## config.mk

```make
export PLATFORM = sky130hd
export DESIGN_NAME = tmo_ctrl2
export DESIGN_NICKNAME = d
export VERILOG_FILES = /design/src/rtl/tmo_pkg.sv /design/src/rtl/tmo_sync_if.sv /design/src/rtl/tmo_ctrl2.sv /design/src/rtl/tmo_sync2.sv
export SDC_FILE = /design/constraint.sdc
export NUM_CORES = 1
export LEC_CHECK = 0
export BUFFER_PORTS_ARGS = -buffer_cell sky130_fd_sc_hd__buf_2
export CORE_MARGIN = 2
export CORE_UTILIZATION = 45
export DETAILED_ROUTE_END_ITERATION = 8
export GPL_ROUTABILITY_DRIVEN = 0
export HOLD_SLACK_MARGIN = 0.1
export PLACE_DENSITY = 0.74
export SLEW_MARGIN = 40
export SYNTH_ARGS = -nofsm -noshare
export SYNTH_HDL_FRONTEND = slang
export SYNTH_SLANG_ARGS = --single-unit
```

## constraint.sdc

```tcl
create_clock -name clk -period 4.55 [get_ports clk]
set_clock_uncertainty 0.05 [all_clocks]
set_input_delay 0.455 -clock clk [delete_from_list [all_inputs] [get_ports clk]]
set_output_delay 0.455 -clock clk [all_outputs]
set_load 0.03 [all_outputs]
```

## src/rtl/tmo_pkg.sv

```systemverilog
package tmo_pkg;
   localparam logic [7:0] TMO_CTRL2_OFS = 8'h04;
   localparam logic [31:0] TMO_CTRL2_RST = 32'h0000_0000;
   // bits 22 and 20 are reserved, so the upper nibble of byte two is 1010
   localparam logic [31:0] TMO_CTRL2_MASK_FULL = 32'h01AF_FFFD;
   localparam logic [31:0] TMO_CTRL2_MASK_LITE = 32'h0007_7FFD;
   localparam int TMO_B_PRELOAD = 0;
   localparam int TMO_B_COMSRC = 2;
   localparam int TMO_B_DMASEL = 3;
   localparam int TMO_B_MMS_LO = 4;
   localparam int TMO_B_XORSEL = 7;
   localparam int TMO_B_IDLE1 = 8;
   localparam int TMO_B_IDLE1N = 9;
   localparam int TMO_B_IDLE2 = 10;
   localparam int TMO_B_IDLE2N = 11;
   localparam int TMO_B_IDLE3 = 12;
   localparam int TMO_B_IDLE3N = 13;
   localparam int TMO_B_IDLE4 = 14;
   localparam int TMO_B_CH4_ADC_TRIGGER_EN = 15;
   localparam int TMO_B_IDLE5 = 16;
   localparam int TMO_B_IDLE4N = 17;
   localparam int TMO_B_IDLE6 = 18;
   localparam int TMO_B_CH7_ADC_TRIGGER_EN = 19;
   localparam int TMO_B_CH8_ADC_TRIGGER_EN = 21;
   localparam int TMO_B_CH9_ADC_TRIGGER_EN = 23;
   localparam int TMO_B_MMS_HI = 24;
   localparam int TMO_NCH = 6;
   localparam int TMO_NCOMP = 3;
   // per channel: enable, complementary enable, 3-bit mode
   localparam int TMO_CFGW = 5;
endpackage : tmo_pkg

```

## src/rtl/tmo_sync_if.sv

```systemverilog
interface tmo_sync_if;
   logic [2:0] pin_raw;
   logic [2:0] pin_sync;
   modport src (output pin_raw, input pin_sync);
   modport dst (input pin_raw, output pin_sync);
endinterface : tmo_sync_if

```

## src/rtl/tmo_ctrl2.sv

```systemverilog
module tmo_ctrl2
   import tmo_pkg::*;
#(
   parameter bit FIRST_INSTANCE = 1'b1
)
(
   input wire logic clk,
   input wire logic rst_b,
   input wire logic [7:0] reg_addr,
   input wire logic [31:0] reg_wdata,
   input wire logic reg_write,
   input wire logic reg_read,
   output logic [31:0] reg_rdata,
   input wire logic update_generate,
   input wire logic slave_counter_reset,
   input wire logic counter_enable_bit,
   input wire logic gated_trigger_high,
   input wire logic master_slave_sync,
   input wire logic update_event,
   input wire logic channel1_event,
   input wire logic [3:0] compare_reference,
   input wire logic [3:0] compare_reference_hi,
   input wire logic center_aligned,
   input wire logic counting_down,
   input wire logic [1:0] center_trigger_direction,
   input wire logic main_output_enable,
   input wire logic dead_time_done,
   input wire logic [3:0] capcmp_event,
   input wire logic [2:0] channel_pin,
   input wire logic trigger_input,
   input wire logic commutation_generate,
   input wire logic [TMO_NCH*TMO_CFGW-1:0] chan_cfg_wr,
   output logic trigger_output,
   output logic [3:0] adc_trigger,
   output logic [TMO_NCH-1:0] idle_out,
   output logic [TMO_NCOMP-1:0] idle_comp_out,
   output logic idle_drive,
   output logic timer_input1,
   output logic [3:0] capcmp_dma_req,
   output logic commutation_event,
   output logic [TMO_NCH*TMO_CFGW-1:0] chan_cfg_act
);
   // ======================================================
   // reset release and pin synchronisers
   logic rst_s1;
   logic rst_core_b;
   always_ff @(posedge clk or negedge rst_b)
   begin
      if (!rst_b)
      begin
         rst_s1 <= 1'b0;
         rst_core_b <= 1'b0;
      end
      else
      begin
         rst_s1 <= 1'b1;
         rst_core_b <= rst_s1;
      end
   end

   tmo_sync_if sif ();
   assign sif.pin_raw = channel_pin;
   tmo_sync2 #(.WIDTH(3)) u_sync (
      .clk(clk),
      .rst_core_b(rst_core_b),
      .sif(sif)
   );

   // ======================================================
   // register
   logic [31:0] ctrl2;
   wire [31:0] impl_mask = FIRST_INSTANCE ? TMO_CTRL2_MASK_FULL : TMO_CTRL2_MASK_LITE;
   wire sel_ctrl2 = (reg_addr == TMO_CTRL2_OFS);
   wire wr_ctrl2 = reg_write && sel_ctrl2;
   // reserved bits are not stored, so writes to them cannot disturb logic
   wire [31:0] next_ctrl2 = reg_wdata & impl_mask;
   wire [31:0] next_rdata = sel_ctrl2 ? ctrl2 : 32'h0000_0000;

   always_ff @(posedge clk or negedge rst_core_b)
   begin
      if (!rst_core_b)
         ctrl2 <= TMO_CTRL2_RST;
      else if (wr_ctrl2)
         ctrl2 <= next_ctrl2;
   end

   always_ff @(posedge clk or negedge rst_core_b)
   begin
      if (!rst_core_b)
         reg_rdata <= 32'h0000_0000;
      else if (reg_read)
         reg_rdata <= next_rdata;
      else
         reg_rdata <= 32'h0000_0000;
   end

   // ======================================================
   // master trigger output
   wire [3:0] master_sel = {ctrl2[TMO_B_MMS_HI], ctrl2[TMO_B_MMS_LO+2:TMO_B_MMS_LO]};

   // gated path is held back one cycle while master_slave_sync is low so slaves see it aligned with the counter
   logic gate_dly;
   always_ff @(posedge clk or negedge rst_core_b)
   begin
      if (!rst_core_b)
         gate_dly <= 1'b0;
      else
         gate_dly <= gated_trigger_high;
   end
   wire gate_term = master_slave_sync ? gated_trigger_high : gate_dly;
   wire cnt_en_sig = counter_enable_bit || gate_term;

   // slave reset pulse comes one cycle after the counter reset itself
   logic slave_rst_dly;
   always_ff @(posedge clk or negedge rst_core_b)
   begin
      if (!rst_core_b)
         slave_rst_dly <= 1'b0;
      else
         slave_rst_dly <= slave_counter_reset;
   end
   wire reset_pulse = update_generate || slave_rst_dly;

   // edges of the high compare references: ch4, ch7, ch8, ch9
   logic [3:0] hi_ref_q;
   always_ff @(posedge clk or negedge rst_core_b)
   begin
      if (!rst_core_b)
         hi_ref_q <= 4'h0;
      else
         hi_ref_q <= compare_reference_hi;
   end
   wire any_hi_edge = |(compare_reference_hi & ~hi_ref_q);
   wire dir_ok = center_trigger_direction[1] ||
                 (center_trigger_direction[0] == counting_down);
   wire center_trig = any_hi_edge && dir_ok;
   wire hi_trig = center_aligned ? center_trig : compare_reference[3];

   logic next_trigger_output;
   always_comb
   begin
      next_trigger_output = 1'b0;
      if (master_sel[3])
         next_trigger_output = hi_trig;
      else
      begin
         case (master_sel[2:0])
            3'h0: next_trigger_output = reset_pulse;
            3'h1: next_trigger_output = cnt_en_sig;
            3'h2: next_trigger_output = update_event;
            3'h3: next_trigger_output = channel1_event;
            3'h4: next_trigger_output = compare_reference[0];
            3'h5: next_trigger_output = compare_reference[1];
            3'h6: next_trigger_output = compare_reference[2];
            3'h7: next_trigger_output = compare_reference[3];
            default: next_trigger_output = 1'b0;
         endcase
      end
   end

   // ======================================================
   // ADC triggers and idle levels
   wire [3:0] trig_en = {ctrl2[TMO_B_CH9_ADC_TRIGGER_EN], ctrl2[TMO_B_CH8_ADC_TRIGGER_EN], ctrl2[TMO_B_CH7_ADC_TRIGGER_EN], ctrl2[TMO_B_CH4_ADC_TRIGGER_EN]};
   wire [3:0] next_adc = compare_reference_hi & trig_en;
   wire [5:0] idle_lv = {ctrl2[TMO_B_IDLE6], ctrl2[TMO_B_IDLE5], ctrl2[TMO_B_IDLE4],
                         ctrl2[TMO_B_IDLE3], ctrl2[TMO_B_IDLE2], ctrl2[TMO_B_IDLE1]};
   wire [2:0] idle_comp_lv = {ctrl2[TMO_B_IDLE3N], ctrl2[TMO_B_IDLE2N], ctrl2[TMO_B_IDLE1N]};
   // ch4 complementary idle sits apart at bit 17; exported through bit 2 group only for ch1-3
   wire next_idle_drive = !main_output_enable && dead_time_done;

   // ======================================================
   // input select, DMA select
   wire next_ti1 = ctrl2[TMO_B_XORSEL] ? ^sif.pin_sync : sif.pin_sync[0];
   wire [3:0] next_dma = ctrl2[TMO_B_DMASEL] ? {4{update_event}} : capcmp_event;

   // ======================================================
   // commutation and preload
   logic trigger_input_q;
   always_ff @(posedge clk or negedge rst_core_b)
   begin
      if (!rst_core_b)
         trigger_input_q <= 1'b0;
      else
         trigger_input_q <= trigger_input;
   end
   wire trigger_input_rise = trigger_input && !trigger_input_q;
   wire next_com = commutation_generate || (ctrl2[TMO_B_COMSRC] && trigger_input_rise);
   wire preload_on = ctrl2[TMO_B_PRELOAD];

   logic [TMO_NCH*TMO_CFGW-1:0] cfg_shadow;
   logic [TMO_NCH*TMO_CFGW-1:0] next_cfg_act;
   genvar gc;
   generate
      for (gc = 0; gc < TMO_NCH; gc++)
      begin : g_cfg
         // only complementary channels wait for commutation
         if (gc < 4)
         begin : g_comp
            assign next_cfg_act[gc*TMO_CFGW +: TMO_CFGW] =
               !preload_on ? chan_cfg_wr[gc*TMO_CFGW +: TMO_CFGW] :
               (next_com ? chan_cfg_wr[gc*TMO_CFGW +: TMO_CFGW] :
                cfg_shadow[gc*TMO_CFGW +: TMO_CFGW]);
         end
         else
         begin : g_plain
            assign next_cfg_act[gc*TMO_CFGW +: TMO_CFGW] = chan_cfg_wr[gc*TMO_CFGW +: TMO_CFGW];
         end
      end
   endgenerate

   always_ff @(posedge clk or negedge rst_core_b)
   begin
      if (!rst_core_b)
         cfg_shadow <= '0;
      else
         cfg_shadow <= next_cfg_act;
   end

   // ======================================================
   // registered outputs
   always_ff @(posedge clk or negedge rst_core_b)
   begin
      if (!rst_core_b)
      begin
         trigger_output <= 1'b0;
         adc_trigger <= 4'h0;
         idle_out <= '0;
         idle_comp_out <= '0;
         idle_drive <= 1'b0;
         timer_input1 <= 1'b0;
         capcmp_dma_req <= 4'h0;
         commutation_event <= 1'b0;
      end
      else
      begin
         trigger_output <= next_trigger_output;
         adc_trigger <= next_adc;
         idle_out <= idle_lv;
         idle_comp_out <= idle_comp_lv;
         idle_drive <= next_idle_drive;
         timer_input1 <= next_ti1;
         capcmp_dma_req <= next_dma;
         commutation_event <= next_com;
      end
   end
   assign chan_cfg_act = cfg_shadow;

   // ======================================================
   // checks
   AST_SEL_UPDATE: assert property (@(posedge clk) disable iff (!rst_core_b)
      (master_sel == 4'h2) |=> (trigger_output == $past(update_event)))
      else $error("update not on trigger output");
   AST_SEL_CC1: assert property (@(posedge clk) disable iff (!rst_core_b)
      (master_sel == 4'h3) && channel1_event |=> trigger_output)
      else $error("channel 1 pulse missing");
   AST_SEL_REF: assert property (@(posedge clk) disable iff (!rst_core_b)
      (master_sel == 4'h5) |=> (trigger_output == $past(compare_reference[1])))
      else $error("compare reference 2 not forwarded");
   AST_SEL_REF4: assert property (@(posedge clk) disable iff (!rst_core_b)
      (master_sel == 4'h7) |=> (trigger_output == $past(compare_reference[3])))
      else $error("compare reference 4 not forwarded");
   AST_SLAVE_RST: assert property (@(posedge clk) disable iff (!rst_core_b)
      (master_sel == 4'h0) && slave_counter_reset ##1 (master_sel == 4'h0) |=> trigger_output)
      else $error("delayed reset pulse missing");
   AST_SEL_RESET: assert property (@(posedge clk) disable iff (!rst_core_b)
      (master_sel == 4'h0) && update_generate |=> trigger_output)
      else $error("update generate pulse missing");
   AST_SEL_CNT: assert property (@(posedge clk) disable iff (!rst_core_b)
      (master_sel == 4'h1) && counter_enable_bit |=> trigger_output)
      else $error("counter enable not on trigger output");
   AST_GATE_SYNC: assert property (@(posedge clk) disable iff (!rst_core_b)
      (master_sel == 4'h1) && master_slave_sync |=>
      (trigger_output == $past(counter_enable_bit || gated_trigger_high)))
      else $error("synchronised enable path wrong");
   AST_GATE_DELAY: assert property (@(posedge clk) disable iff (!rst_core_b)
      (master_sel == 4'h1) && !master_slave_sync |=>
      (trigger_output == ($past(counter_enable_bit) || $past(gated_trigger_high, 2))))
      else $error("gated enable path not delayed");
   AST_EDGE_MODE: assert property (@(posedge clk) disable iff (!rst_core_b)
      master_sel[3] && !center_aligned |=> (trigger_output == $past(compare_reference[3])))
      else $error("edge mode does not forward channel 4 reference");
   AST_DIR_UP: assert property (@(posedge clk) disable iff (!rst_core_b)
      master_sel[3] && center_aligned && (center_trigger_direction == 2'h0) && counting_down |=> !trigger_output)
      else $error("up-only trigger fired while counting down");
   AST_PULSE_END: assert property (@(posedge clk) disable iff (!rst_core_b)
      (master_sel == 4'h3) && !channel1_event |=> !trigger_output)
      else $error("compare pulse longer than one cycle");
   AST_ADC_GATE: assert property (@(posedge clk) disable iff (!rst_core_b)
      !trig_en[0] |=> !adc_trigger[0])
      else $error("adc trigger while disabled");
   AST_ADC_PASS: assert property (@(posedge clk) disable iff (!rst_core_b)
      1'b1 |=> (adc_trigger == $past(compare_reference_hi & trig_en)))
      else $error("enabled adc trigger not passed");
   AST_IDLE_DRIVE: assert property (@(posedge clk) disable iff (!rst_core_b)
      !main_output_enable && dead_time_done |=> idle_drive)
      else $error("idle levels not driven with main output off");
   AST_IDLE_LEVEL: assert property (@(posedge clk) disable iff (!rst_core_b)
      1'b1 |=> (idle_out[0] == $past(ctrl2[TMO_B_IDLE1])))
      else $error("channel 1 idle level wrong");
   AST_IDLE_COMP: assert property (@(posedge clk) disable iff (!rst_core_b)
      1'b1 |=> (idle_comp_out[1] == $past(ctrl2[TMO_B_IDLE2N])))
      else $error("channel 2 complementary idle level wrong");
   AST_XOR_SEL: assert property (@(posedge clk) disable iff (!rst_core_b)
      ctrl2[TMO_B_XORSEL] |=> (timer_input1 == $past(^sif.pin_sync)))
      else $error("input xor select wrong");
   AST_PIN_SEL: assert property (@(posedge clk) disable iff (!rst_core_b)
      !ctrl2[TMO_B_XORSEL] |=> (timer_input1 == $past(sif.pin_sync[0])))
      else $error("input single pin select wrong");
   AST_DMA_UPD: assert property (@(posedge clk) disable iff (!rst_core_b)
      ctrl2[TMO_B_DMASEL] && update_event |=> (capcmp_dma_req == 4'hF))
      else $error("dma on update missing");
   AST_DMA_CC: assert property (@(posedge clk) disable iff (!rst_core_b)
      !ctrl2[TMO_B_DMASEL] |=> (capcmp_dma_req == $past(capcmp_event)))
      else $error("dma on channel event wrong");
   AST_COM_SRC: assert property (@(posedge clk) disable iff (!rst_core_b)
      !ctrl2[TMO_B_COMSRC] && !commutation_generate |=> !commutation_event)
      else $error("commutation without source");
   AST_COM_APPLY: assert property (@(posedge clk) disable iff (!rst_core_b)
      preload_on && commutation_generate |=> (chan_cfg_act == $past(chan_cfg_wr)))
      else $error("commutation did not apply preloaded bits");
   AST_PRELOAD_HOLD: assert property (@(posedge clk) disable iff (!rst_core_b)
      preload_on && !next_com |=> $stable(cfg_shadow[4*TMO_CFGW-1:0]))
      else $error("preloaded bits changed without commutation");
   AST_PRELOAD_OFF: assert property (@(posedge clk) disable iff (!rst_core_b)
      !preload_on |=> (chan_cfg_act == $past(chan_cfg_wr)))
      else $error("bits not applied directly without preload");
   AST_PLAIN_CH: assert property (@(posedge clk) disable iff (!rst_core_b)
      1'b1 |=> (chan_cfg_act[6*TMO_CFGW-1:4*TMO_CFGW] == $past(chan_cfg_wr[6*TMO_CFGW-1:4*TMO_CFGW])))
      else $error("plain channel waited for commutation");
   AST_RESERVED: assert property (@(posedge clk) disable iff (!rst_core_b)
      (ctrl2 & ~impl_mask) == 32'h0000_0000)
      else $error("unimplemented bit stored");
   COV_GATED: cover property (@(posedge clk) disable iff (!rst_core_b)
      (master_sel == 4'h1) && gated_trigger_high && !master_slave_sync);
   COV_CENTER: cover property (@(posedge clk) disable iff (!rst_core_b)
      master_sel[3] && center_aligned && center_trig);
   COV_COM_TRIGGER_INPUT: cover property (@(posedge clk) disable iff (!rst_core_b)
      preload_on && ctrl2[TMO_B_COMSRC] && trigger_input_rise);
   COV_SLAVE_RST: cover property (@(posedge clk) disable iff (!rst_core_b)
      (master_sel == 4'h0) && slave_rst_dly);
endmodule : tmo_ctrl2

```

## src/rtl/tmo_sync2.sv

```systemverilog
module tmo_sync2
   import tmo_pkg::*;
#(
   parameter int WIDTH = 3
)
(
   input wire logic clk,
   input wire logic rst_core_b,
   tmo_sync_if.dst sif
);
   initial
   begin
      if (WIDTH != 3)
         $error("tmo_sync2 carries exactly the three channel pins");
   end
   logic [WIDTH-1:0] stage1;
   logic [WIDTH-1:0] stage2;
   assign sif.pin_sync = stage2;
   always_ff @(posedge clk or negedge rst_core_b)
   begin
      if (!rst_core_b)
      begin
         stage1 <= '0;
         stage2 <= '0;
      end
      else
      begin
         stage1 <= sif.pin_raw;
         stage2 <= stage1;
      end
   end
endmodule : tmo_sync2

```

== Yosys cells after proc, flatten, opt, wreduce, memory -nomap -nowiden ==
Cells that the tools add are included.

* Register bits: 120
* Input port bits: 104
* Output and inout port bits: 83
* Logic and storage cells: 63

* Eq/ne operators: 10
* Muxes and demuxes: 16
* Bitwise operators: 3
* Reductions and logical operators: 14

{| class="wikitable"
|+ Operator list
! operator !! number
|-
| two-way mux 25 bit || 2
|-
| two-way mux 5 bit || 8
|-
| equality test 3 bit (second input constant) || 4
|-
| AND 4 bit || 2
|-
| equality test 8 x 3 -> 1 bit (second input constant) || 1
|-
| case mux 1 bit (8 select lines) || 1
|-
| equality test 3 x 2 -> 1 bit (second input constant) || 2
|-
| logical AND 1 bit || 5
|-
| logical OR 1 bit || 4
|-
| two-way mux 1 bit || 4
|-
| two-way mux 4 bit || 1
|-
| inverter 4 bit || 1
|-
| OR reduction 4 bit || 1
|-
| equality test 3 x 1 -> 1 bit (second input constant) || 1
|-
| zero test 3 bit || 1
|-
| parity 3 bit || 1
|-
| zero test 1 bit || 2
|-
| != test 2 x 1 -> 1 bit (second input constant) || 1
|-
| equality test 1 bit || 1
|}

== Logic depth before layout (Yosys ltp) ==
Gate-level depths: netlist (run 1).

* Depth after elaboration: 6
* Depth in mapped cells: 5
* Depth with buffers taken out: 4

== Hierarchy ==
From an unflattened synthesis (run 1), not the netlist that was laid out.

* Cell total of the unflattened synthesis: 239
* Area, all modules: 3846.2 µm²

{| class="wikitable"
|+ By module, submodules not included
! module !! instances !! cells an instance !! area an instance (µm²) !! sequential area each (µm²)
|-
| tmo_ctrl2 || 1 || 233 || 3696.0 || 2602.5
|-
| tmo_sync2 || 1 || 6 || 150.1 || 150.1
|}

== Worst setup path after synthesis (run 1) ==
Ideal clock, no wire load.

* Path type: in2reg
* From: input reg_addr[5]
* To: register ctrl2[10]
* Setup time: 125 ps
* Data arrival time: 1499 ps
* Data required time: 4375 ps
* Slack: 2876 ps
* Stages: 5
* Path buffers: 1
* Cell sequence: nor4_1 -> and4b_2 -> nand2_2 -> buf_6 -> mux2_4

* Word-level cells in the longest chain between the ends: 2

{| class="wikitable"
|+ Ends and longest elaborated chain
! element !! RTL line !! text
|-
| start: declaration || tmo_ctrl2.sv:9 || <nowiki>input wire logic [7:0] reg_addr,</nowiki>
|-
| equality test 8 x 3 -> 1 bit || tmo_ctrl2.sv:73 || <nowiki>wire sel_ctrl2 = (reg_addr == TMO_CTRL2_OFS);</nowiki>
|-
| logical AND 1 bit || tmo_ctrl2.sv:74 || <nowiki>wire wr_ctrl2 = reg_write && sel_ctrl2;</nowiki>
|-
| end signal: assignment || tmo_ctrl2.sv:84 || <nowiki>ctrl2 <= next_ctrl2;</nowiki>
|-
| end: declaration || tmo_ctrl2.sv:71 || <nowiki>logic [31:0] ctrl2;</nowiki>
|}

No other way between the ends.
A chain may end at the register's enable or synchronous reset.

== Worst setup path after layout (run 1) ==
* From: input reg_addr[5]
* To: register ctrl2[9]

Same word-level chain as after synthesis.

==> qor.yml, run 1 <==
crit_required_ns: 4.75
largest_net_degree_at_the_start_of_global_routing: 60
highest_clock_rate_mhz: 469
clockBufferDepth: 2
start_util: 0.466
die_w_um: 96.5
n_fill_cell: 679
worst-endpoint-arrival_ns: 2.33
multi_input_comb_area_um2: 970
routed-via-count: 2426
hold_class: "in2reg"
grt_antenna_before_repair: 0
cts-root-buf: "clkbuf_8"
rows: 33
io_buffer_count: 166
areaGrowthSynthToFinish_pct: 28.4
number_of_drc_markers_after_the_initial_detailed_route_iteration: 60
nets: 513
drt-pass1-iter-count: 4
synth_edf_count: 0
final-setup-viol-count: 0
drcViolationCount: 0
antenna_cells_inserted: 0
worst_setup_hold_path_clk_slew_ns: 0.11
synth_top_family_by_area: "multiplexers"
design.die.area_um2: 9300
grt_first_pass_wirelength_um: 11100
synth_area_leader_cell: "dfrtp_1"
max-vdd-ir-drop_uv: 163
timing_max_transition_violations_final: 0
synthAdderAreaFrac: 0
h-tree-depth: 3
grt_setup_unrepaired: "no"
ys_seq_area_frac: 0.716
yosysMostFrequentCell: "dfrtp_1"
postSynthAreaPerCell_um2: 16.1
place.detailed.instances: 502
max_cap_violations: 0
min_path_cells: 1
final.setup.worst_slack_ns: 2.42
synth_seq_cells: 110
fin_area_um2: 4940
post_synth_mux_area_share: 0.154
detailed_place_hpwl_um: 5460
synth_top_area_share: 0.716
synth.cell_area_um2: 3850
setup_tns_ns: 0
postSynth.topFlopCell: "dfrtp_1"
pre_cts_slack_ns: 1.98
route.final.wire_length_um: 7360
share_of_post_route_cells_with_drive_strength_above_1: 0.556
synth_compound_area_frac: 0.0179
cellPowerDensity_nw_per_um2: 362
synth.top_cells.by_area: "dfrtp_1 72%, mux2_4 7.8%, mux2_2 6.4%"
measured_slew_at_the_worst_slew_check_pin_ns: 0.771
yosys.area_share.xor_xnor: 0.00683
clkLatencyLatePin_ns: 0.36
post-route-period-util: 0.468
timing.slew.headroom: 0.484
globalRouteTotalUtil: 0.161
hold_viol_final: 0
cts_resized: 0
detail_route.wl_per_cell_um: 14.2
routed_via_density: 4.67
number_of_clock_sinks: 110
synth_common_cells: "110 x dfrtp_1, 22 x and3_1, 22 x mux2_2, 20 x mux2_4"
simple_gate_fraction_of_synth_area: 0.0625
leakagePower_nw: 2.82
instances_no_fill: 519
synth_cell_type_count: 30
netlist_instances: 239
detailed_place.area_um2: 4730
ff_latch_area_um2: 2760
critical_path.endpoint_type: "flip-flop"
yosysWarnings: 0
tritoncts.num_buffers: 9
first_global_vias: 2427
timing_worst_setup_path_type: "in2reg"
overflow: 0
status: "finished clean"
io_pins: 187
setup.worst_path.start_class: "input pin"
ant_nets: 0
number_of_cell_instances_on_the_worst_register_to_register_path: 3
cts_tree: "built"
synthArstFlopShare: 1.00
die-height_um: 96.5
core_region_area_um2: 8260
time_the_worst_path_needs_with_i_o_delays_and_setup_ns: 2.13
path_max_fanout: 23
[final timing paths]
check                           slack, ns                endpoint        startpoint
worst min-delay path                 0.14        chan_cfg_act[20]   chan_cfg_wr[20]
worst max-delay path                 2.42                ctrl2[9]       reg_addr[5]
max in group asynchronous            3.03                ctrl2[3]        rst_core_b
worst min register to register       0.31  u_sync.sif.pin_sync[1]  u_sync.stage1[1]
worst max register to register       2.98         chan_cfg_act[8]          ctrl2[2]
min in group asynchronous            0.34        u_sync.stage1[1]        rst_core_b
[registers in the layout (all words and copies together), names as in the netlist, 3 cells and up]
| register | cells |
|---|---|
| adc_trigger | 4 |
| capcmp_dma_req | 4 |
| chan_cfg_act | 30 |
| ctrl2 | 22 |
| hi_ref_q | 4 |
| idle_comp_out | 3 |
| idle_out | 6 |
| reg_rdata | 22 |
| u_sync.sif.pin_sync | 3 |
| u_sync.stage1 | 3 |
[through the flow]
step / util / hold WS [ns] / total power [W]
after floorplan: - / 0.109 / 0.00117
after global placement: 0.573 / 0.192 / 0.00124
after detailed placement: 0.573 / 0.193 / 0.00125
after CTS: 0.598 / 0.114 / 0.00181
after global routing: 0.598 / 0.104 / 0.00188
final: 0.598 / 0.136 / 0.00179
[layer usage]
layer / GRT usage / up-vias / share of wire
li1: - / 1129 / -
met1: 0.187 / 1168 / 0.38
met2: 0.274 / 118 / 0.50
met3: 0.0528 / 11 / 0.10
met4: 0.0669 / 0 / 0.016
met5: 0 / - / 0
[power breakdown]
group	switching, W	internal, W	total (W)
Combinational	0.000107	0.0000757	0.000183
Sequential	0.0000270	0.00102	0.00104
Clock	0.000334	0.000229	0.000563
[worst max-delay path, cell delays in order]
cell     delay, ns
buf_2         0.09
nor4_1        0.23
and4b_2       0.53
nand2_2       0.54
mux2_4        0.47
[kinds of logic after synthesis]
kind of cell	Yosys count
AOI/OAI and AO/OA	11
muxes	45
xor gates and xnor gates	3
buffers and inverters	28
and+or+nand+nor	40
DFF	110
other	2
[cell type report]
cell class,count,share of cell area
well taps,105,0.0266
clock inverters,6,0.0117
clock buffers,10,0.0279
multi-input cells,110,0.196
repair buffers,168,0.172
flip-flops and latches,110,0.558
inverters,10,0.00760
[placed cells by master (no fill, tap or decap), types with 2 or more instances in the layout]
master    count
conb_1       11
mux2_4       20
buf_2       166
clkbuf_8     10
nand2_1       2
xnor2_1       2
o22ai_1       2
nor4_1        2
inv_1        10
mux2_2       22
nand2_2       2
and2_1        4
nor2_1        4
o21ai_0       4
and3_1       22
inv_6         3
dfrtp_1     109
mux2i_1       2
inv_8         2
[repair_timing]
item | 4_1_cts | 5_1_grt
endpoints found under the hold margin | 2 | 0
hold buffers | 1 | 0
buffers inserted | 0 | 0
(Power assumes the default switching activity.)
==> inputs of run 2 (changes only) <==
--- a/config.mk
+++ b/config.mk
@@ -7,11 +7,11 @@
 export LEC_CHECK = 0
 export BUFFER_PORTS_ARGS = -buffer_cell sky130_fd_sc_hd__buf_2
 export CORE_MARGIN = 2
-export CORE_UTILIZATION = 45
+export CORE_UTILIZATION = 41
 export DETAILED_ROUTE_END_ITERATION = 8
 export GPL_ROUTABILITY_DRIVEN = 0
 export HOLD_SLACK_MARGIN = 0.1
-export PLACE_DENSITY = 0.74
+export PLACE_DENSITY = 0.71
 export SLEW_MARGIN = 40
 export SYNTH_ARGS = -nofsm -noshare
 export SYNTH_HDL_FRONTEND = slang
==> constraint.sdc (replaced) <==
create_clock -name clk -period 1.95 [get_ports clk]
set_clock_uncertainty 0.05 [all_clocks]
set_input_delay 0.195 -clock clk [delete_from_list [all_inputs] [get_ports clk]]
set_output_delay 0.195 -clock clk [all_outputs]
set_load 0.03 [all_outputs]
==> qor.yml, run 2 (synthesis results as in run 1) <==
worst_setup_hold_path_clk_slew_ns: 0.10
internal_cell_power_w: 0.00340
path_max_fanout: 20
highest_clock_rate_mhz: 638
grt_setup_unrepaired: "no"
io_buffer_count: 166
h-tree-depth: 3
seq_power_share: 0.537
hold_viol_final: 0
number_of_drc_markers_after_the_initial_detailed_route_iteration: 21
cts-root-buf: "clkbuf_8"
areaGrowthSynthToFinish_pct: 50.8
p_comb_frac: 0.127
instances_no_fill: 606
leakagePower_nw: 3.19
antenna_cells_inserted: 0
nets: 594
post-cts-setup-buffers: 0
route.final.wire_length_um: 8990
grt_first_pass_wirelength_um: 13800
tritoncts.num_buffers: 9
largest_net_degree_at_the_start_of_global_routing: 41
grt.met3_usage: 0.0583
clkLatencyLatePin_ns: 0.36
max_cap_violations: 0
use_met1: 0.196
status: "finished clean"
setup_tns_ns: 0
drt-pass1-iter-count: 4
grt_antenna_before_repair: 0
drcViolationCount: 0
cellPowerDensity_nw_per_um2: 780
share_of_post_route_cells_with_drive_strength_above_1: 0.473
overflow: 0
detail_route.wl_per_cell_um: 14.8
time_the_worst_path_needs_with_i_o_delays_and_setup_ns: 1.57
place.detailed.instances: 513
global_route.peak_usage_layer: "met2"
design_power_total_w: 0.00452
grt.met2_usage: 0.330
setup.worst_path.start_class: "input pin"
final-setup-viol-count: 0
globalRouteTotalUtil: 0.179
post-route-period-util: 0.804
detailed_place_hpwl_um: 5440
core_region_area_um2: 9150
max-vdd-ir-drop_uv: 400
number_of_clock_sinks: 110
die-height_um: 101
timing_worst_setup_path_type: "in2reg"
critical_path.endpoint_type: "flip-flop"
switchingPower_w: 0.00112
clockBufferDepth: 2
design.die.area_um2: 10200
ant_nets: 0
start_util: 0.420
io_pins: 187
first_global_vias: 2963
timing_max_transition_violations_final: 0
commonest_non_fill_non_tap_cells_in_the_layout: "166 x buf_2, 109 x dfrtp_1, 77 x dlygate4sd3_1"
crit_required_ns: 2.14
pwr-share-clk: 0.336
cts_tree: "built"
routed_via_density: 4.55
layout_commonest_cell: "buf_2"
p_sw_frac: 0.248
rows: 35
largest_register_ff_count: 30
routed-via-count: 2756
die_w_um: 101
hold_class: "in2reg"
worst-endpoint-arrival_ns: 1.76
[run 2: cell types whose count changed in the layout (fill, tap and decap cells not counted), sizes merged]
cell         before  now
dlygate4sd3       1   77
clkbuf           10    9
clkinv            1    2
bufinv            0    2
buf             167  172
inv              15   13
[run 2: worst max-delay path: stages]
cell	delay, ns
dlygate4sd3_1	0.55
buf_2	0.13
a31oi_1	0.26
nand2_1	0.09
buf_4	0.23
mux2_2	0.30
[run 2: power groups by stage]
| stage | logic, W | clock network, W | registers, W |
|---|---|---|---|
| after floorplan | 0.000139 | 0 | 0.00260 |
| after global placement | 0.000440 | 0 | 0.00247 |
| after detailed placement | 0.000449 | 0 | 0.00247 |
| after CTS | 0.000570 | 0.00158 | 0.00243 |
| after global routing | 0.000617 | 0.00166 | 0.00244 |
| final | 0.000576 | 0.00152 | 0.00243 |
[run 2: final cells by class]
type | count | area (µm²)
tap | 111 | 139
sequential | 110 | 2760
clock inverter | 7 | 105
multi-input combinational | 110 | 967
inverter | 10 | 37.5
fill | 671 | 3350
timing repair buffer | 249 | 1670
clock buffer | 9 | 124
[run 2: path summary, 6_finish.rpt]
check,from,end,slack [ns],cells after the start
setup / recovery,trigger_input,chan_cfg_act[10],0.38,6
hold / removal,center_trigger_direction[1],trigger_output,0.16,3
setup reg to reg,ctrl2[3],capcmp_dma_req[2],0.49,3
hold reg to reg,rst_core_b,idle_drive,0.24,0
max in group asynchronous,rst_core_b,idle_out[4],1.05,1
min in group asynchronous,rst_core_b,idle_drive,0.24,0
[run 2: repair_timing]
action                                 CTS  global route
hold buffers                            77             0
endpoints found under the hold margin   75             0
gates resized for setup                  0             0
[run 2: per-stage QoR]
step           area, µm²  hold WS [ns]  utilization  worst slack [ns]
6_report            5800         0.163        0.634             0.383
5_1_grt             5800         0.151        0.634             0.310
4_1_cts             5800         0.142        0.634             0.404
3_5_place_dp        4800       -0.0662        0.525             0.296
3_3_place_gp        4800       -0.0682        0.525             0.339
2_1_floorplan       3880        -0.151            -            0.0591
[run 2: layer usage]
layer,wire (µm),vias to the layer above
met5,0,-
met3,659,11
met2,4640,123
met1,3600,1334
li1,-,1288
met4,87,0
